==> config.mk <==
export PLATFORM = sky130hd
export DESIGN_NAME = mad_motion_detect
export DESIGN_NICKNAME = d
export VERILOG_FILES = /design/src/hw/mad_pkg.sv /design/src/hw/mad_motion_detect.sv /design/src/hw/mad_detector.sv
export SDC_FILE = /design/constraint.sdc
export NUM_CORES = 1
export LEC_CHECK = 0
export BUFFER_PORTS_ARGS = -buffer_cell sky130_fd_sc_hd__buf_4
export CAP_MARGIN = 15
export CORE_ASPECT_RATIO = 0.5
export CORE_MARGIN = 2
export CORE_UTILIZATION = 35
export CTS_BUF_LIST = sky130_fd_sc_hd__clkbuf_8
export DETAILED_ROUTE_END_ITERATION = 16
export MAX_ROUTING_LAYER = met4
export PLACE_DENSITY = 0.54
export SETUP_SLACK_MARGIN = 0.02
export SLEW_MARGIN = 20
export SYNTH_ARGS = -nofsm -noshare
export SYNTH_HDL_FRONTEND = slang
export SYNTH_SLANG_ARGS = --single-unit
==> constraint.sdc <==
create_clock -name clk_i -period 5.05 [get_ports clk_i]
set_clock_uncertainty 0.1 [all_clocks]
set_input_delay 1.01 -clock clk_i [delete_from_list [all_inputs] [get_ports clk_i]]
set_output_delay 1.01 -clock clk_i [all_outputs]
set_load 0.01 [all_outputs]
==> src/hw/mad_pkg.sv <==
// Purpose: shared constants and types of the motion activity detector
// Assumes: byte-wide register port, 12-bit signed axis samples
// Notes: register offsets and control field positions live here only
package mad_pkg;

   // Register offsets
   localparam logic [7:0] ADDR_ACT_THR_LO = 8'h20;
   localparam logic [7:0] ADDR_ACT_THR_HI = 8'h21;
   localparam logic [7:0] ADDR_ACT_COUNT = 8'h22;
   localparam logic [7:0] ADDR_INACTIVITY_FLAG_THR_LO = 8'h23;
   localparam logic [7:0] ADDR_INACTIVITY_FLAG_THR_HI = 8'h24;
   localparam logic [7:0] ADDR_INACTIVITY_FLAG_CNT_LO = 8'h25;
   localparam logic [7:0] ADDR_INACTIVITY_FLAG_CNT_HI = 8'h26;
   localparam logic [7:0] ADDR_CONTROL = 8'h27;
   localparam logic [7:0] ADDR_STATUS = 8'h1A;
   localparam logic [7:0] ADDR_SOFT_RESET = 8'h1F;
   localparam logic [7:0] SOFT_RESET_CODE = 8'h52;

   // Reset values
   localparam logic [7:0] RESET_BYTE = 8'h00;
   localparam logic [2:0] RESET_THR_HI = 3'h0;

   // Control register fields
   localparam int CTL_ACTIVITY_ENABLE = 0;
   localparam int CTL_ACTIVITY_REFERENCED_SELECT = 1;
   localparam int CTL_INACTIVITY_ENABLE = 2;
   localparam int CTL_INACTIVITY_REFERENCED_SELECT = 3;
   localparam int CTL_LINK = 4;
   localparam int CTL_LOOP = 5;

   // Status register fields
   localparam int STAT_ACT = 4;
   localparam int STAT_INACTIVITY_FLAG = 5;
   localparam int STAT_AWAKE = 6;

   // Width of the high threshold field
   localparam int THR_HI_W = 3;

   typedef struct packed {
      logic signed [11:0] x;
      logic signed [11:0] y;
      logic signed [11:0] z;
   } mad_sample_t;

   typedef struct packed {
      logic wr;
      logic rd;
      logic [7:0] addr;
      logic [7:0] wdata;
   } mad_reg_req_t;

   // One-hot phase of linked and loop operation
   typedef enum logic [1:0] {
      PH_WAIT_ACT = 2'b01,
      PH_WAIT_INACTIVITY_FLAG = 2'b10
   } mad_phase_t;

   // Magnitude of the difference of two signed samples
   function automatic logic [12:0] mad_abs_diff(input logic signed [11:0] a, input logic signed [11:0] b);
      logic signed [12:0] d;
      d = 13'({a[11], a}) - 13'({b[11], b});
      return d[12] ? 13'(-d) : 13'(d);
   endfunction : mad_abs_diff

endpackage : mad_pkg

==> src/hw/mad_motion_detect.sv <==
// What this block does
// Activity compares axis magnitude with threshold
// Activity threshold: low byte, three high bits
// Thresholds compared in raw codes, unscaled
// Activity after count of consecutive over-samples
// Activity count zero acts as one
// Wake-up mode: single sample declares activity
// Inactivity compares axis magnitude with threshold
// Inactivity threshold: low byte, three high bits
// Inactivity after count of all-under samples
// Inactivity count: low byte, then high byte
// Inactivity counter spans full sixteen bits
// Inactivity count zero acts as one
// Default mode: independent, flags held until read
// Linked: one armed, host reads to acknowledge
// Loop: alternate, events acknowledged internally
// Linked or loop needs both enables set
// Control bit 3 selects referenced inactivity
// Control bit 2 enables inactivity detector
// Control bit 1 selects referenced activity
// Control bit 0 enables activity detector
// Activity event sets activity status flag
// Inactivity event sets inactivity status flag
// Awake reads one outside linked or loop
// Activity arms inactivity; inactivity arms activity
// Referenced mode compares against armed-time sample
// Counters step per sample, restart on failure
//
// Purpose: activity and inactivity detection behind the byte register port
// Assumes: register port and samples come from logic on clk_i
// Notes: read data appears one cycle after the read strobe
`timescale 1ns/1ps
module mad_motion_detect
   import mad_pkg::*;
(
   input wire logic clk_i,
   input wire logic reset_i,
   input wire mad_reg_req_t reg_req_i,
   output logic [7:0] reg_rdata_o,
   input wire logic sample_valid_i,
   input wire mad_sample_t sample_i,
   input wire logic wakeup_mode_i,
   output logic activity_flag_o,
   output logic inactivity_flag_o,
   output logic awake_o
);

   // Register storage
   logic [7:0] act_thr_lo_q;
   logic [THR_HI_W-1:0] act_thr_hi_q;
   logic [7:0] act_count_q;
   logic [7:0] inactivity_flag_thr_lo_q;
   logic [THR_HI_W-1:0] inactivity_flag_thr_hi_q;
   logic [7:0] inactivity_flag_cnt_lo_q;
   logic [7:0] inactivity_flag_cnt_hi_q;
   logic [7:0] ctl_q;
   logic soft_q;
   logic clr;

   // Detector state
   logic act_flag_q;
   logic inactivity_flag_flag_q;
   logic awake_q;
   mad_phase_t phase_q;
   mad_sample_t last_q;
   mad_sample_t activity_referenced_select_q;
   mad_sample_t inactivity_referenced_select_q;
   logic act_armed_q;
   logic inactivity_flag_armed_q;

   // Derived control
   logic activity_enable;
   logic inactivity_enable;
   logic link_on;
   logic loop_on;
   logic act_armed;
   logic inactivity_flag_armed;
   logic act_evt;
   logic inactivity_flag_evt;
   logic status_rd;
   logic [10:0] act_thr;
   logic [10:0] inactivity_flag_thr;
   logic [15:0] act_need;
   logic [15:0] inactivity_flag_need;
   mad_sample_t activity_referenced_select;
   mad_sample_t inactivity_referenced_select;
   mad_sample_t zero_sample;
   logic [7:0] rdata;

   // Soft reset clears everything like the pin reset
   assign clr = reset_i || soft_q;

   always_ff @(posedge clk_i)
   begin
      if (reset_i)
      begin
         soft_q <= 1'b0;
      end
      else
      begin
         soft_q <= reg_req_i.wr && reg_req_i.addr == ADDR_SOFT_RESET && reg_req_i.wdata == SOFT_RESET_CODE;
      end
   end

   // Register writes; bits above the threshold field are not kept
   always_ff @(posedge clk_i)
   begin
      if (clr)
      begin
         act_thr_lo_q <= RESET_BYTE;
         act_thr_hi_q <= RESET_THR_HI;
         act_count_q <= RESET_BYTE;
         inactivity_flag_thr_lo_q <= RESET_BYTE;
         inactivity_flag_thr_hi_q <= RESET_THR_HI;
         inactivity_flag_cnt_lo_q <= RESET_BYTE;
         inactivity_flag_cnt_hi_q <= RESET_BYTE;
         ctl_q <= RESET_BYTE;
      end
      else if (reg_req_i.wr)
      begin
         unique case (reg_req_i.addr)
            ADDR_ACT_THR_LO: act_thr_lo_q <= reg_req_i.wdata;
            ADDR_ACT_THR_HI: act_thr_hi_q <= reg_req_i.wdata[THR_HI_W-1:0];
            ADDR_ACT_COUNT: act_count_q <= reg_req_i.wdata;
            ADDR_INACTIVITY_FLAG_THR_LO: inactivity_flag_thr_lo_q <= reg_req_i.wdata;
            ADDR_INACTIVITY_FLAG_THR_HI: inactivity_flag_thr_hi_q <= reg_req_i.wdata[THR_HI_W-1:0];
            ADDR_INACTIVITY_FLAG_CNT_LO: inactivity_flag_cnt_lo_q <= reg_req_i.wdata;
            ADDR_INACTIVITY_FLAG_CNT_HI: inactivity_flag_cnt_hi_q <= reg_req_i.wdata;
            ADDR_CONTROL: ctl_q <= reg_req_i.wdata;
            default: ;
         endcase
      end
   end

   // Assembled fields
   assign act_thr = {act_thr_hi_q, act_thr_lo_q};
   assign inactivity_flag_thr = {inactivity_flag_thr_hi_q, inactivity_flag_thr_lo_q};
   assign inactivity_flag_need = {inactivity_flag_cnt_hi_q, inactivity_flag_cnt_lo_q}; // see R10
   // Wake-up mode forces a single-sample decision
   assign act_need = wakeup_mode_i ? 16'h0001 : {8'h00, act_count_q};

   // Mode decode; linked or loop only with both enables
   assign activity_enable = ctl_q[CTL_ACTIVITY_ENABLE];
   assign inactivity_enable = ctl_q[CTL_INACTIVITY_ENABLE];
   assign link_on = ctl_q[CTL_LINK] && activity_enable && inactivity_enable;
   assign loop_on = link_on && ctl_q[CTL_LOOP];

   // Only one detector armed when linked
   assign act_armed = activity_enable && (!link_on || phase_q == PH_WAIT_ACT); // see R14
   assign inactivity_flag_armed = inactivity_enable && (!link_on || phase_q == PH_WAIT_INACTIVITY_FLAG); // see R14

   // Absolute mode compares against zero; first armed cycle uses the capture source
   assign zero_sample = '0;
   assign activity_referenced_select = !ctl_q[CTL_ACTIVITY_REFERENCED_SELECT] ? zero_sample : (act_armed_q ? activity_referenced_select_q : last_q); // see R19
   assign inactivity_referenced_select = !ctl_q[CTL_INACTIVITY_REFERENCED_SELECT] ? zero_sample : (inactivity_flag_armed_q ? inactivity_referenced_select_q : last_q); // see R17

   // Latest sample, kept as the reference source
   always_ff @(posedge clk_i)
   begin
      if (clr)
      begin
         last_q <= '0;
      end
      else if (sample_valid_i)
      begin
         last_q <= sample_i;
      end
   end

   // Arming history and reference capture on the arming edge
   always_ff @(posedge clk_i)
   begin
      if (clr)
      begin
         act_armed_q <= 1'b0;
         inactivity_flag_armed_q <= 1'b0;
         activity_referenced_select_q <= '0;
         inactivity_referenced_select_q <= '0;
      end
      else
      begin
         act_armed_q <= act_armed;
         inactivity_flag_armed_q <= inactivity_flag_armed;
         if (act_armed && !act_armed_q)
         begin
            activity_referenced_select_q <= last_q;
         end
         if (inactivity_flag_armed && !inactivity_flag_armed_q)
         begin
            inactivity_referenced_select_q <= last_q;
         end
      end
   end

   // Over-threshold detector
   mad_detector u_act (
      .clk_i(clk_i),
      .reset_i(clr),
      .sample_valid_i(sample_valid_i),
      .sample_i(sample_i),
      .ref_i(activity_referenced_select),
      .threshold_i(act_thr),
      .count_i(act_need),
      .over_i(1'b1),
      .armed_i(act_armed),
      .evt_o(act_evt)
   );

   // Under-threshold detector
   mad_detector u_inactivity_flag (
      .clk_i(clk_i),
      .reset_i(clr),
      .sample_valid_i(sample_valid_i),
      .sample_i(sample_i),
      .ref_i(inactivity_referenced_select),
      .threshold_i(inactivity_flag_thr),
      .count_i(inactivity_flag_need),
      .over_i(1'b0),
      .armed_i(inactivity_flag_armed),
      .evt_o(inactivity_flag_evt)
   );

   // Phase and awake state alternate on events when linked
   always_ff @(posedge clk_i)
   begin
      if (clr)
      begin
         phase_q <= PH_WAIT_INACTIVITY_FLAG;
         awake_q <= 1'b1;
      end
      else if (link_on)
      begin
         unique case (phase_q)
            PH_WAIT_ACT:
            begin
               if (act_evt)
               begin
                  phase_q <= PH_WAIT_INACTIVITY_FLAG;
                  awake_q <= 1'b1;
               end
            end
            PH_WAIT_INACTIVITY_FLAG:
            begin
               if (inactivity_flag_evt)
               begin
                  phase_q <= PH_WAIT_ACT;
                  awake_q <= 1'b0;
               end
            end
            default:
            begin
               phase_q <= PH_WAIT_INACTIVITY_FLAG;
            end
         endcase
      end
   end

   assign status_rd = reg_req_i.rd && reg_req_i.addr == ADDR_STATUS;

   // Sticky flags; a new event wins over the clearing read.
   // Loop mode clears the opposite flag so the host need not service it.
   always_ff @(posedge clk_i)
   begin
      if (clr)
      begin
         act_flag_q <= 1'b0;
         inactivity_flag_flag_q <= 1'b0;
      end
      else
      begin
         if (act_evt)
         begin
            act_flag_q <= 1'b1;
         end
         else if (status_rd || (loop_on && inactivity_flag_evt))
         begin
            act_flag_q <= 1'b0; // see R13 see R14
         end
         if (inactivity_flag_evt)
         begin
            inactivity_flag_flag_q <= 1'b1;
         end
         else if (status_rd || (loop_on && act_evt))
         begin
            inactivity_flag_flag_q <= 1'b0; // see R13 see R14
         end
      end
   end

   // Read multiplexer; unmapped offsets read zero
   always_comb
   begin
      rdata = 8'h00;
      unique case (reg_req_i.addr)
         ADDR_ACT_THR_LO: rdata = act_thr_lo_q;
         ADDR_ACT_THR_HI: rdata = {5'h00, act_thr_hi_q};
         ADDR_ACT_COUNT: rdata = act_count_q;
         ADDR_INACTIVITY_FLAG_THR_LO: rdata = inactivity_flag_thr_lo_q;
         ADDR_INACTIVITY_FLAG_THR_HI: rdata = {5'h00, inactivity_flag_thr_hi_q};
         ADDR_INACTIVITY_FLAG_CNT_LO: rdata = inactivity_flag_cnt_lo_q;
         ADDR_INACTIVITY_FLAG_CNT_HI: rdata = inactivity_flag_cnt_hi_q;
         ADDR_CONTROL: rdata = ctl_q;
         ADDR_STATUS:
         begin
            rdata[STAT_ACT] = act_flag_q;
            rdata[STAT_INACTIVITY_FLAG] = inactivity_flag_flag_q;
            rdata[STAT_AWAKE] = link_on ? awake_q : 1'b1;
         end
         default: rdata = 8'h00;
      endcase
   end

   // Registered outputs
   always_ff @(posedge clk_i)
   begin
      if (clr)
      begin
         reg_rdata_o <= 8'h00;
         activity_flag_o <= 1'b0;
         inactivity_flag_o <= 1'b0;
         awake_o <= 1'b1;
      end
      else
      begin
         reg_rdata_o <= reg_req_i.rd ? rdata : 8'h00;
         activity_flag_o <= act_flag_q;
         inactivity_flag_o <= inactivity_flag_flag_q;
         awake_o <= link_on ? awake_q : 1'b1;
      end
   end
endmodule : mad_motion_detect

==> src/hw/mad_detector.sv <==
// Purpose: one threshold detector with a consecutive-sample counter
// Assumes: sample_valid_i is a one-cycle strobe from the sample path
// Notes: evt_o is a registered pulse one cycle after the deciding sample
`timescale 1ns/1ps
module mad_detector
   import mad_pkg::*;
(
   input wire logic clk_i,
   input wire logic reset_i,
   input wire logic sample_valid_i,
   input wire mad_sample_t sample_i,
   input wire mad_sample_t ref_i,
   input wire logic [10:0] threshold_i,
   input wire logic [15:0] count_i,
   input wire logic over_i,
   input wire logic armed_i,
   output logic evt_o
);

   logic [12:0] mag_x;
   logic [12:0] mag_y;
   logic [12:0] mag_z;
   logic [12:0] thr_ext;
   logic qualify;
   logic [15:0] target;
   logic [16:0] cnt_next;
   logic fire;
   logic [15:0] cnt_q;

   // Raw codes are compared; no range scaling here
   assign mag_x = mad_abs_diff(sample_i.x, ref_i.x); // see R1 see R7
   assign mag_y = mad_abs_diff(sample_i.y, ref_i.y);
   assign mag_z = mad_abs_diff(sample_i.z, ref_i.z);
   assign thr_ext = {2'b00, threshold_i};

   // Any axis over, or every axis under
   assign qualify = over_i ? (mag_x > thr_ext || mag_y > thr_ext || mag_z > thr_ext)
                           : (mag_x < thr_ext && mag_y < thr_ext && mag_z < thr_ext);

   // Zero count behaves as one
   assign target = (count_i == 16'h0000) ? 16'h0001 : count_i; // see R5
   assign cnt_next = {1'b0, cnt_q} + 17'h00001;
   assign fire = sample_valid_i && armed_i && qualify && (cnt_next >= {1'b0, target});

   // Counter restarts on a failing sample or when disarmed
   always_ff @(posedge clk_i)
   begin
      if (reset_i || !armed_i)
      begin
         cnt_q <= 16'h0000;
      end
      else if (sample_valid_i)
      begin
         if (!qualify || fire)
         begin
            cnt_q <= 16'h0000;
         end
         else
         begin
            cnt_q <= cnt_next[15:0];
         end
      end
   end

   // Event pulse
   always_ff @(posedge clk_i)
   begin
      if (reset_i)
      begin
         evt_o <= 1'b0;
      end
      else
      begin
         evt_o <= fire;
      end
   end
endmodule : mad_detector

### Word level (Yosys, flattened, before mapping)

Cells that the tools add are included.

| word-level totals | value |
|---|---|
| register bits after elaboration | 215 |
| output and inout bits | 11 |

| cells by class | value |
|---|---|
| add/subtract/negate cells | 14 |
| $lt $le $gt $ge | 8 |
| eq/ne operators | 15 |
| mux-type cells | 29 |
| bitwise gates (word level) | 1 |
| reductions and logical operators | 54 |

Operators by type and width:

| kind | number |
|---|---|
| $mux W36 | 4 |
| $mux W13 | 6 |
| $neg A13 Y13 | 6 |
| $sub A12 B12 Y13 | 6 |
| $eq A8 B6 Y1 const B | 8 |
| $mux W16 | 3 |
| $gt A13 B11 Y1 | 3 |
| $lt A13 B11 Y1 | 3 |
| $add A16 B1 Y17 const B | 2 |
| $ge A17 B16 Y1 | 2 |
| $logic_not A16 Y1 | 2 |
| $pmux W4 S8 | 1 |
| $pmux W3 S7 | 1 |
| $logic_and A1 B1 Y1 | 20 |
| $eq A8 B5 Y1 const B | 2 |
| $mux W8 | 2 |
| $reduce_and A2 Y1 | 8 |
| $logic_or A1 B1 Y1 | 11 |
| $eq A8 B7 Y1 const B | 1 |
| $logic_not A1 Y1 | 7 |
| $mux W1 | 7 |
| $pmux W1 S6 | 1 |
| $reduce_bool A2 Y1 | 3 |
| $mux W2 | 2 |
| other kinds (9) | 10 |

### Depth between registers and ports, before layout

| logic depth | value |
|---|---|
| depth in word-level cells | 12 |
| depth in mapped cells | 27 |
| mapped depth without buffers | 24 |

### Cells and area by module

A second synthesis with hierarchy kept.

| unflattened totals | value |
|---|---|
| cell total of the unflattened synthesis | 2244 |
| area total of the unflattened synthesis | 17978.5 µm² |

Modules (own cells, without submodules):

| module | times used | cells an instance | area an instance (µm²) |
|---|---|---|---|
| mad_motion_detect | 1 | 928 | 8269.2 |
| mad_detector (u_act) | 1 | 668 | 4885.9 |
| mad_detector (u_inactivity_flag) | 1 | 648 | 4823.4 |

### Worst setup path after synthesis

Ideal clock, no wire load.

| timing path | value |
|---|---|
| kind | reg2reg |
| start point | register act_armed_q |
| end point | register u_act.cnt_q[10] |
| arrival | 5.316 ns |
| data required time | 4.807 ns |
| path slack | -0.509 ns |
| cell stages (with the launch flop) | 25 |
| buffers on the path | 5 |
| cell sequence | dfxtp_1 clkbuf_1 clkbuf_1 mux2_2 nand2_1 ha_1 clkbuf_1 and4_1 o211ai_1 a31o_2 a31oi_1 clkbuf_1 mux2_2 ha_1 a21o_1 a21o_1 a211o_1 a21oi_1 o221ai_1 a211oi_1 nand3_1 a41oi_1 a41o_1 buf_4 a211oi_2 |

| on the way | value |
|---|---|
| cells in the longest elaborated chain, start to end | 12 |

Ends and longest elaborated chain:

| item | line | RTL |
|---|---|---|
| from (decl) | mad_motion_detect.sv:68 | `logic act_armed_q;` |
| from (signal assigned) | mad_motion_detect.sv:182 | `act_armed_q <= act_armed;` |
| $mux W36 * (2 in series) | mad_motion_detect.sv:154 | `assign activity_referenced_select = !ctl_q[CTL_ACTIVITY_REFERENCED_SELECT] ? zero_sample : (act_armed_q ? acti ...` |
| $sub A12 B12 Y13 | mad_pkg.sv:61 | `d = 13'({a[11], a}) - 13'({b[11], b});` |
| $neg A13 Y13 | mad_pkg.sv:62 | `return d[12] ? 13'(-d) : 13'(d);` |
| $mux W13 | mad_pkg.sv:62 |  |
| $gt A13 B11 Y1 | mad_detector.sv:37 | `assign qualify = over_i ? (mag_x > thr_ext \|\| mag_y > thr_ext \|\| mag_z > thr_ext)` |
| $logic_or A1 B1 Y1 | mad_detector.sv:37 |  |
| $logic_or A1 B1 Y1 * | mad_detector.sv:37 |  |
| $logic_and A1 B1 Y1 (2 in series) | mad_detector.sv:43 | `assign fire = sample_valid_i && armed_i && qualify && (cnt_next >= {1'b0, target});` |
| $logic_or A1 B1 Y1 * | mad_detector.sv:54 | `if (!qualify \|\| fire)` |
| $mux W16 * | mad_detector.sv:54 |  |
| to (signal assigned) | mad_detector.sv:60 | `cnt_q <= cnt_next[15:0];` |
| to (decl) | mad_detector.sv:28 | `logic [15:0] cnt_q;` |

Every way passes the cells marked *; elsewhere a longest branch is shown, timed or not.
A chain may end at the register's enable or synchronous reset.

### Final worst setup path

| timing path | value |
|---|---|
| start point | register act_armed_q |
| end point | register u_act.cnt_q[2] |

Same word-level chain as after synthesis.

==> results.sh <==
export IMPL_leakagePower_nw=8.456
export IMPL_grt_pass1_wl_um=84810
export IMPL_worst_pin_slew_ns=1.083
export IMPL_hold_end="activity_referenced_select_q[22]$_SDFFE_PP0P_"
export IMPL_syn_area_um2=16650
export IMPL_outcome="finished, violations left"
export IMPL_drc=0
export IMPL_drv_cap=0
export IMPL_first_global_vias=15340
export IMPL_fin_ws_ns=-0.05393
export IMPL_grt_total_usage=0.2205
export IMPL_place_area_um2=19890
export IMPL_synth_edf_count=0
export IMPL_viasPerCell=5.239
export IMPL_drive_gt1_frac=0.2590
export IMPL_cp_arrival_ns=5.41
export IMPL_finalSetupTns_ns=-0.4842
export IMPL_grt_max_degree=82
export IMPL_synth_nets=2350
export IMPL_min_path_cells=2
export IMPL_syn2layout_area_growth_pct=28.33
export IMPL_fin_crit_ns=5.104
export IMPL_rsz0062_at_grt="true"
export IMPL_dp_hpwl_um=39650
export IMPL_slew_viol_final=0
export IMPL_clock_sinks=215
export IMPL_drt_antenna_violating_nets=0
export IMPL_fin_crit_sh=1.011
export IMPL_core_um2=46880
export IMPL_yosysUniqueCellTypes=94
export IMPL_layout_commonest_cell="buf_4"
export IMPL_syn_area_per_cell_um2=7.867
export IMPL_die_w_um=312.5
export IMPL_hold_viol=0
export IMPL_synth_ff_type="dfxtp_1"
export IMPL_crit_type="flop to flop"
export IMPL_ys_ff_latch=215
export IMPL_fillers=4694
export IMPL_hold_path_class="flop to flop"
export IMPL_violations="setup timing"
export IMPL_clockBufferDepth=3
export IMPL_routed_wl_um=53780
export IMPL_worst_r2r_cell_count=25
export IMPL_place_ws_ns=-0.5828
export IMPL_ir_worst_vdd_v=0.0001490
export IMPL_die_h_um=158.3
export IMPL_ios=69
export IMPL_reg2reg_to="u_act.cnt_q[2]$_SDFFE_PP0P_"
export IMPL_first_pass_iters=5
export IMPL_htreeDepth=2
export IMPL_final_area_um2=21370
export IMPL_clk_insertion_delay_late_ns=0.62
export IMPL_diodes=0
export IMPL_synthArstFlopShare=0
export IMPL_numCtsBuffers=37
export IMPL_grt_overflow_total=0
export IMPL_fmax_mhz=195.9
export IMPL_powerDensity_nw_per_um2=214.2
export IMPL_critPathLaunchType="flop"
export IMPL_cp_max_fo=13
export IMPL_final_cell_mix="361 x buf_4, 346 x nand2_1, 211 x dfxtp_1"
export IMPL_slew_headroom=0.2778
export IMPL_antenna_found_initial=0
export IMPL_vias=16250
export IMPL_path_clk_slew_ns=0.06
export IMPL_drtIter0Drc=1184
export IMPL_synth_cells=2117
export IMPL_fp_row_count=56
export IMPL_initial_core_util=0.3553
export IMPL_cp_required_ns=5.35
export IMPL_numPortBuffers=68
export IMPL_ys_seq_area_frac=0.2584
export IMPL_hold_start="activity_referenced_select_q[22]$_SDFFE_PP0P_"
export IMPL_cts_root_buf="clkbuf_8"
export IMPL_setup_viol_count_final=12
export IMPL_r2r_start="act_armed_q$_SDFF_PP0_"
export IMPL_gp_congestion=0.8966
export IMPL_cts_tree="done"
export IMPL_end_kind="flop"
export IMPL_routedWlPerCell_um=17.34
export IMPL_fin_nets=2673
export IMPL_dieArea_um2=49450
export IMPL_yosys_warnings=0
export IMPL_r2r_slack_ns=-0.05
export IMPL_power_total_w=0.004578
## registers in the layout, indices dropped and copies added (netlist names), 3 cells and up
register,flops
inactivity_flag_thr_lo_q,8
u_act.cnt_q,16
inactivity_flag_thr_hi_q,3
act_thr_lo_q,8
act_count_q,8
inactivity_flag_cnt_hi_q,8
u_inactivity_flag.cnt_q,16
ctl_q,8
activity_referenced_select_q,36
inactivity_referenced_select_q,36
inactivity_flag_cnt_lo_q,8
reg_rdata_o,8
act_thr_hi_q,3
last_q,36
## worst max-delay path, stage by stage (launching register included)
cell      delay, ns
dfxtp_4        0.38
buf_12         0.16
mux2i_1        0.12
nor2b_1        0.18
ha_4           0.16
inv_2          0.03
fa_2           0.37
a21o_1         0.20
and4_1         0.17
o211ai_1       0.21
a31o_2         0.23
a31oi_4        0.12
nor2_2         0.12
xnor2_1        0.08
ha_1           0.32
a21o_1         0.19
a21o_1         0.15
a211o_1        0.27
a21oi_2        0.16
o221ai_2       0.14
a211oi_2       0.28
nand3_1        0.13
a41oi_2        0.20
a41o_1         0.24
buf_12         0.16
a211oi_1       0.07
## synthesized netlist by cell type (all sizes together) (55+ instances only)
cell | instances | area, um2
ha | 169 | 2115
a21oi | 211 | 1064
mux2 | 72 | 814.5
nand2 | 354 | 1331
dfxtp | 215 | 4304
xnor2 | 72 | 630.6
nor2 | 128 | 488.0
clkbuf | 82 | 307.8
inv | 92 | 345.3
o21ai | 64 | 320.3
nand3 | 95 | 475.5
xor2 | 55 | 481.7
## how the worst max path moves through the flow
stage,start,endpoint,slack [ns],cells after the start
4_1_cts,act_armed_q$_SDFF_PP0_,u_act.cnt_q[2]$_SDFFE_PP0P_,-0.04,24
5_1_grt,act_armed_q$_SDFF_PP0_,u_act.cnt_q[15]$_SDFFE_PP0P_,-0.36,25
2_1_floorplan,sample_i[0],u_act.cnt_q[10]$_SDFFE_PP0P_,0.02,24
3_5_place_dp,sample_i[0],u_act.cnt_q[2]$_SDFFE_PP0P_,-0.58,24
3_3_place_gp,sample_i[12],u_act.cnt_q[15]$_SDFFE_PP0P_,-0.50,23
6_report,act_armed_q$_SDFF_PP0_,u_act.cnt_q[2]$_SDFFE_PP0P_,-0.05,25
## routing by layer
| metal | routed length [um] | GRT usage |
|---|---|---|
| met1 | 27300 | 0.3087 |
| met2 | 23090 | 0.3381 |
| met3 | 2386 | 0.03100 |
| met4 | 1004 | 0.04648 |
| met5 | 0 | - |
## layout make-up
type | instances | area, um2 | share of cell area
inverter | 92 | 355.3 | 0.01663
sequential | 215 | 4317 | 0.2020
clock inverter | 15 | 128.9 | 0.006030
timing repair buffer | 378 | 3009 | 0.1408
multi-input combinational | 1716 | 12120 | 0.5670
clock buffer | 47 | 646.9 | 0.03027
tap | 638 | 798.3 | 0.03735
## where the power goes
group,switching (W),internal [W],leakage [nW]
Clock,0.000815,0.000900,0.421
Sequential,0.0000218,0.00171,1.74
Combinational,0.000582,0.000546,6.29
Total,0.00142,0.00316,8.46
## timing repair
action,in CTS,in global routing
setup buffers,6,19
cloned,1,0
hold buffers,0,0
pin swaps,11,42
gates resized for setup,39,61
endpoints found under the setup margin,31,31
## stage by stage
| stage | hold slack [ns] | util | instances |
|---|---|---|---|
| after floorplan | 0.3329 | - | 2117 |
| after global placement | 0.3382 | 0.4243 | 3012 |
| after detailed placement | 0.3428 | 0.4243 | 3012 |
| after CTS | 0.3527 | 0.4466 | 3081 |
| after global routing | 0.3707 | 0.4560 | 3101 |
| final | 0.3503 | 0.4560 | 3101 |
## kinds of logic (layout without fill, tap and decap cells)
kind of cell | count (synthesis) | after routing | share of synthesized area
buf+inv | 186 | 532 | 0.04365
fa+ha+maj | 175 | 175 | 0.1342
simple gates | 780 | 780 | 0.2171
mux | 119 | 119 | 0.07715
xor+xnor | 127 | 127 | 0.06679
flops | 215 | 215 | 0.2584
compound gates | 515 | 515 | 0.2027
(Power assumes the default switching activity.)
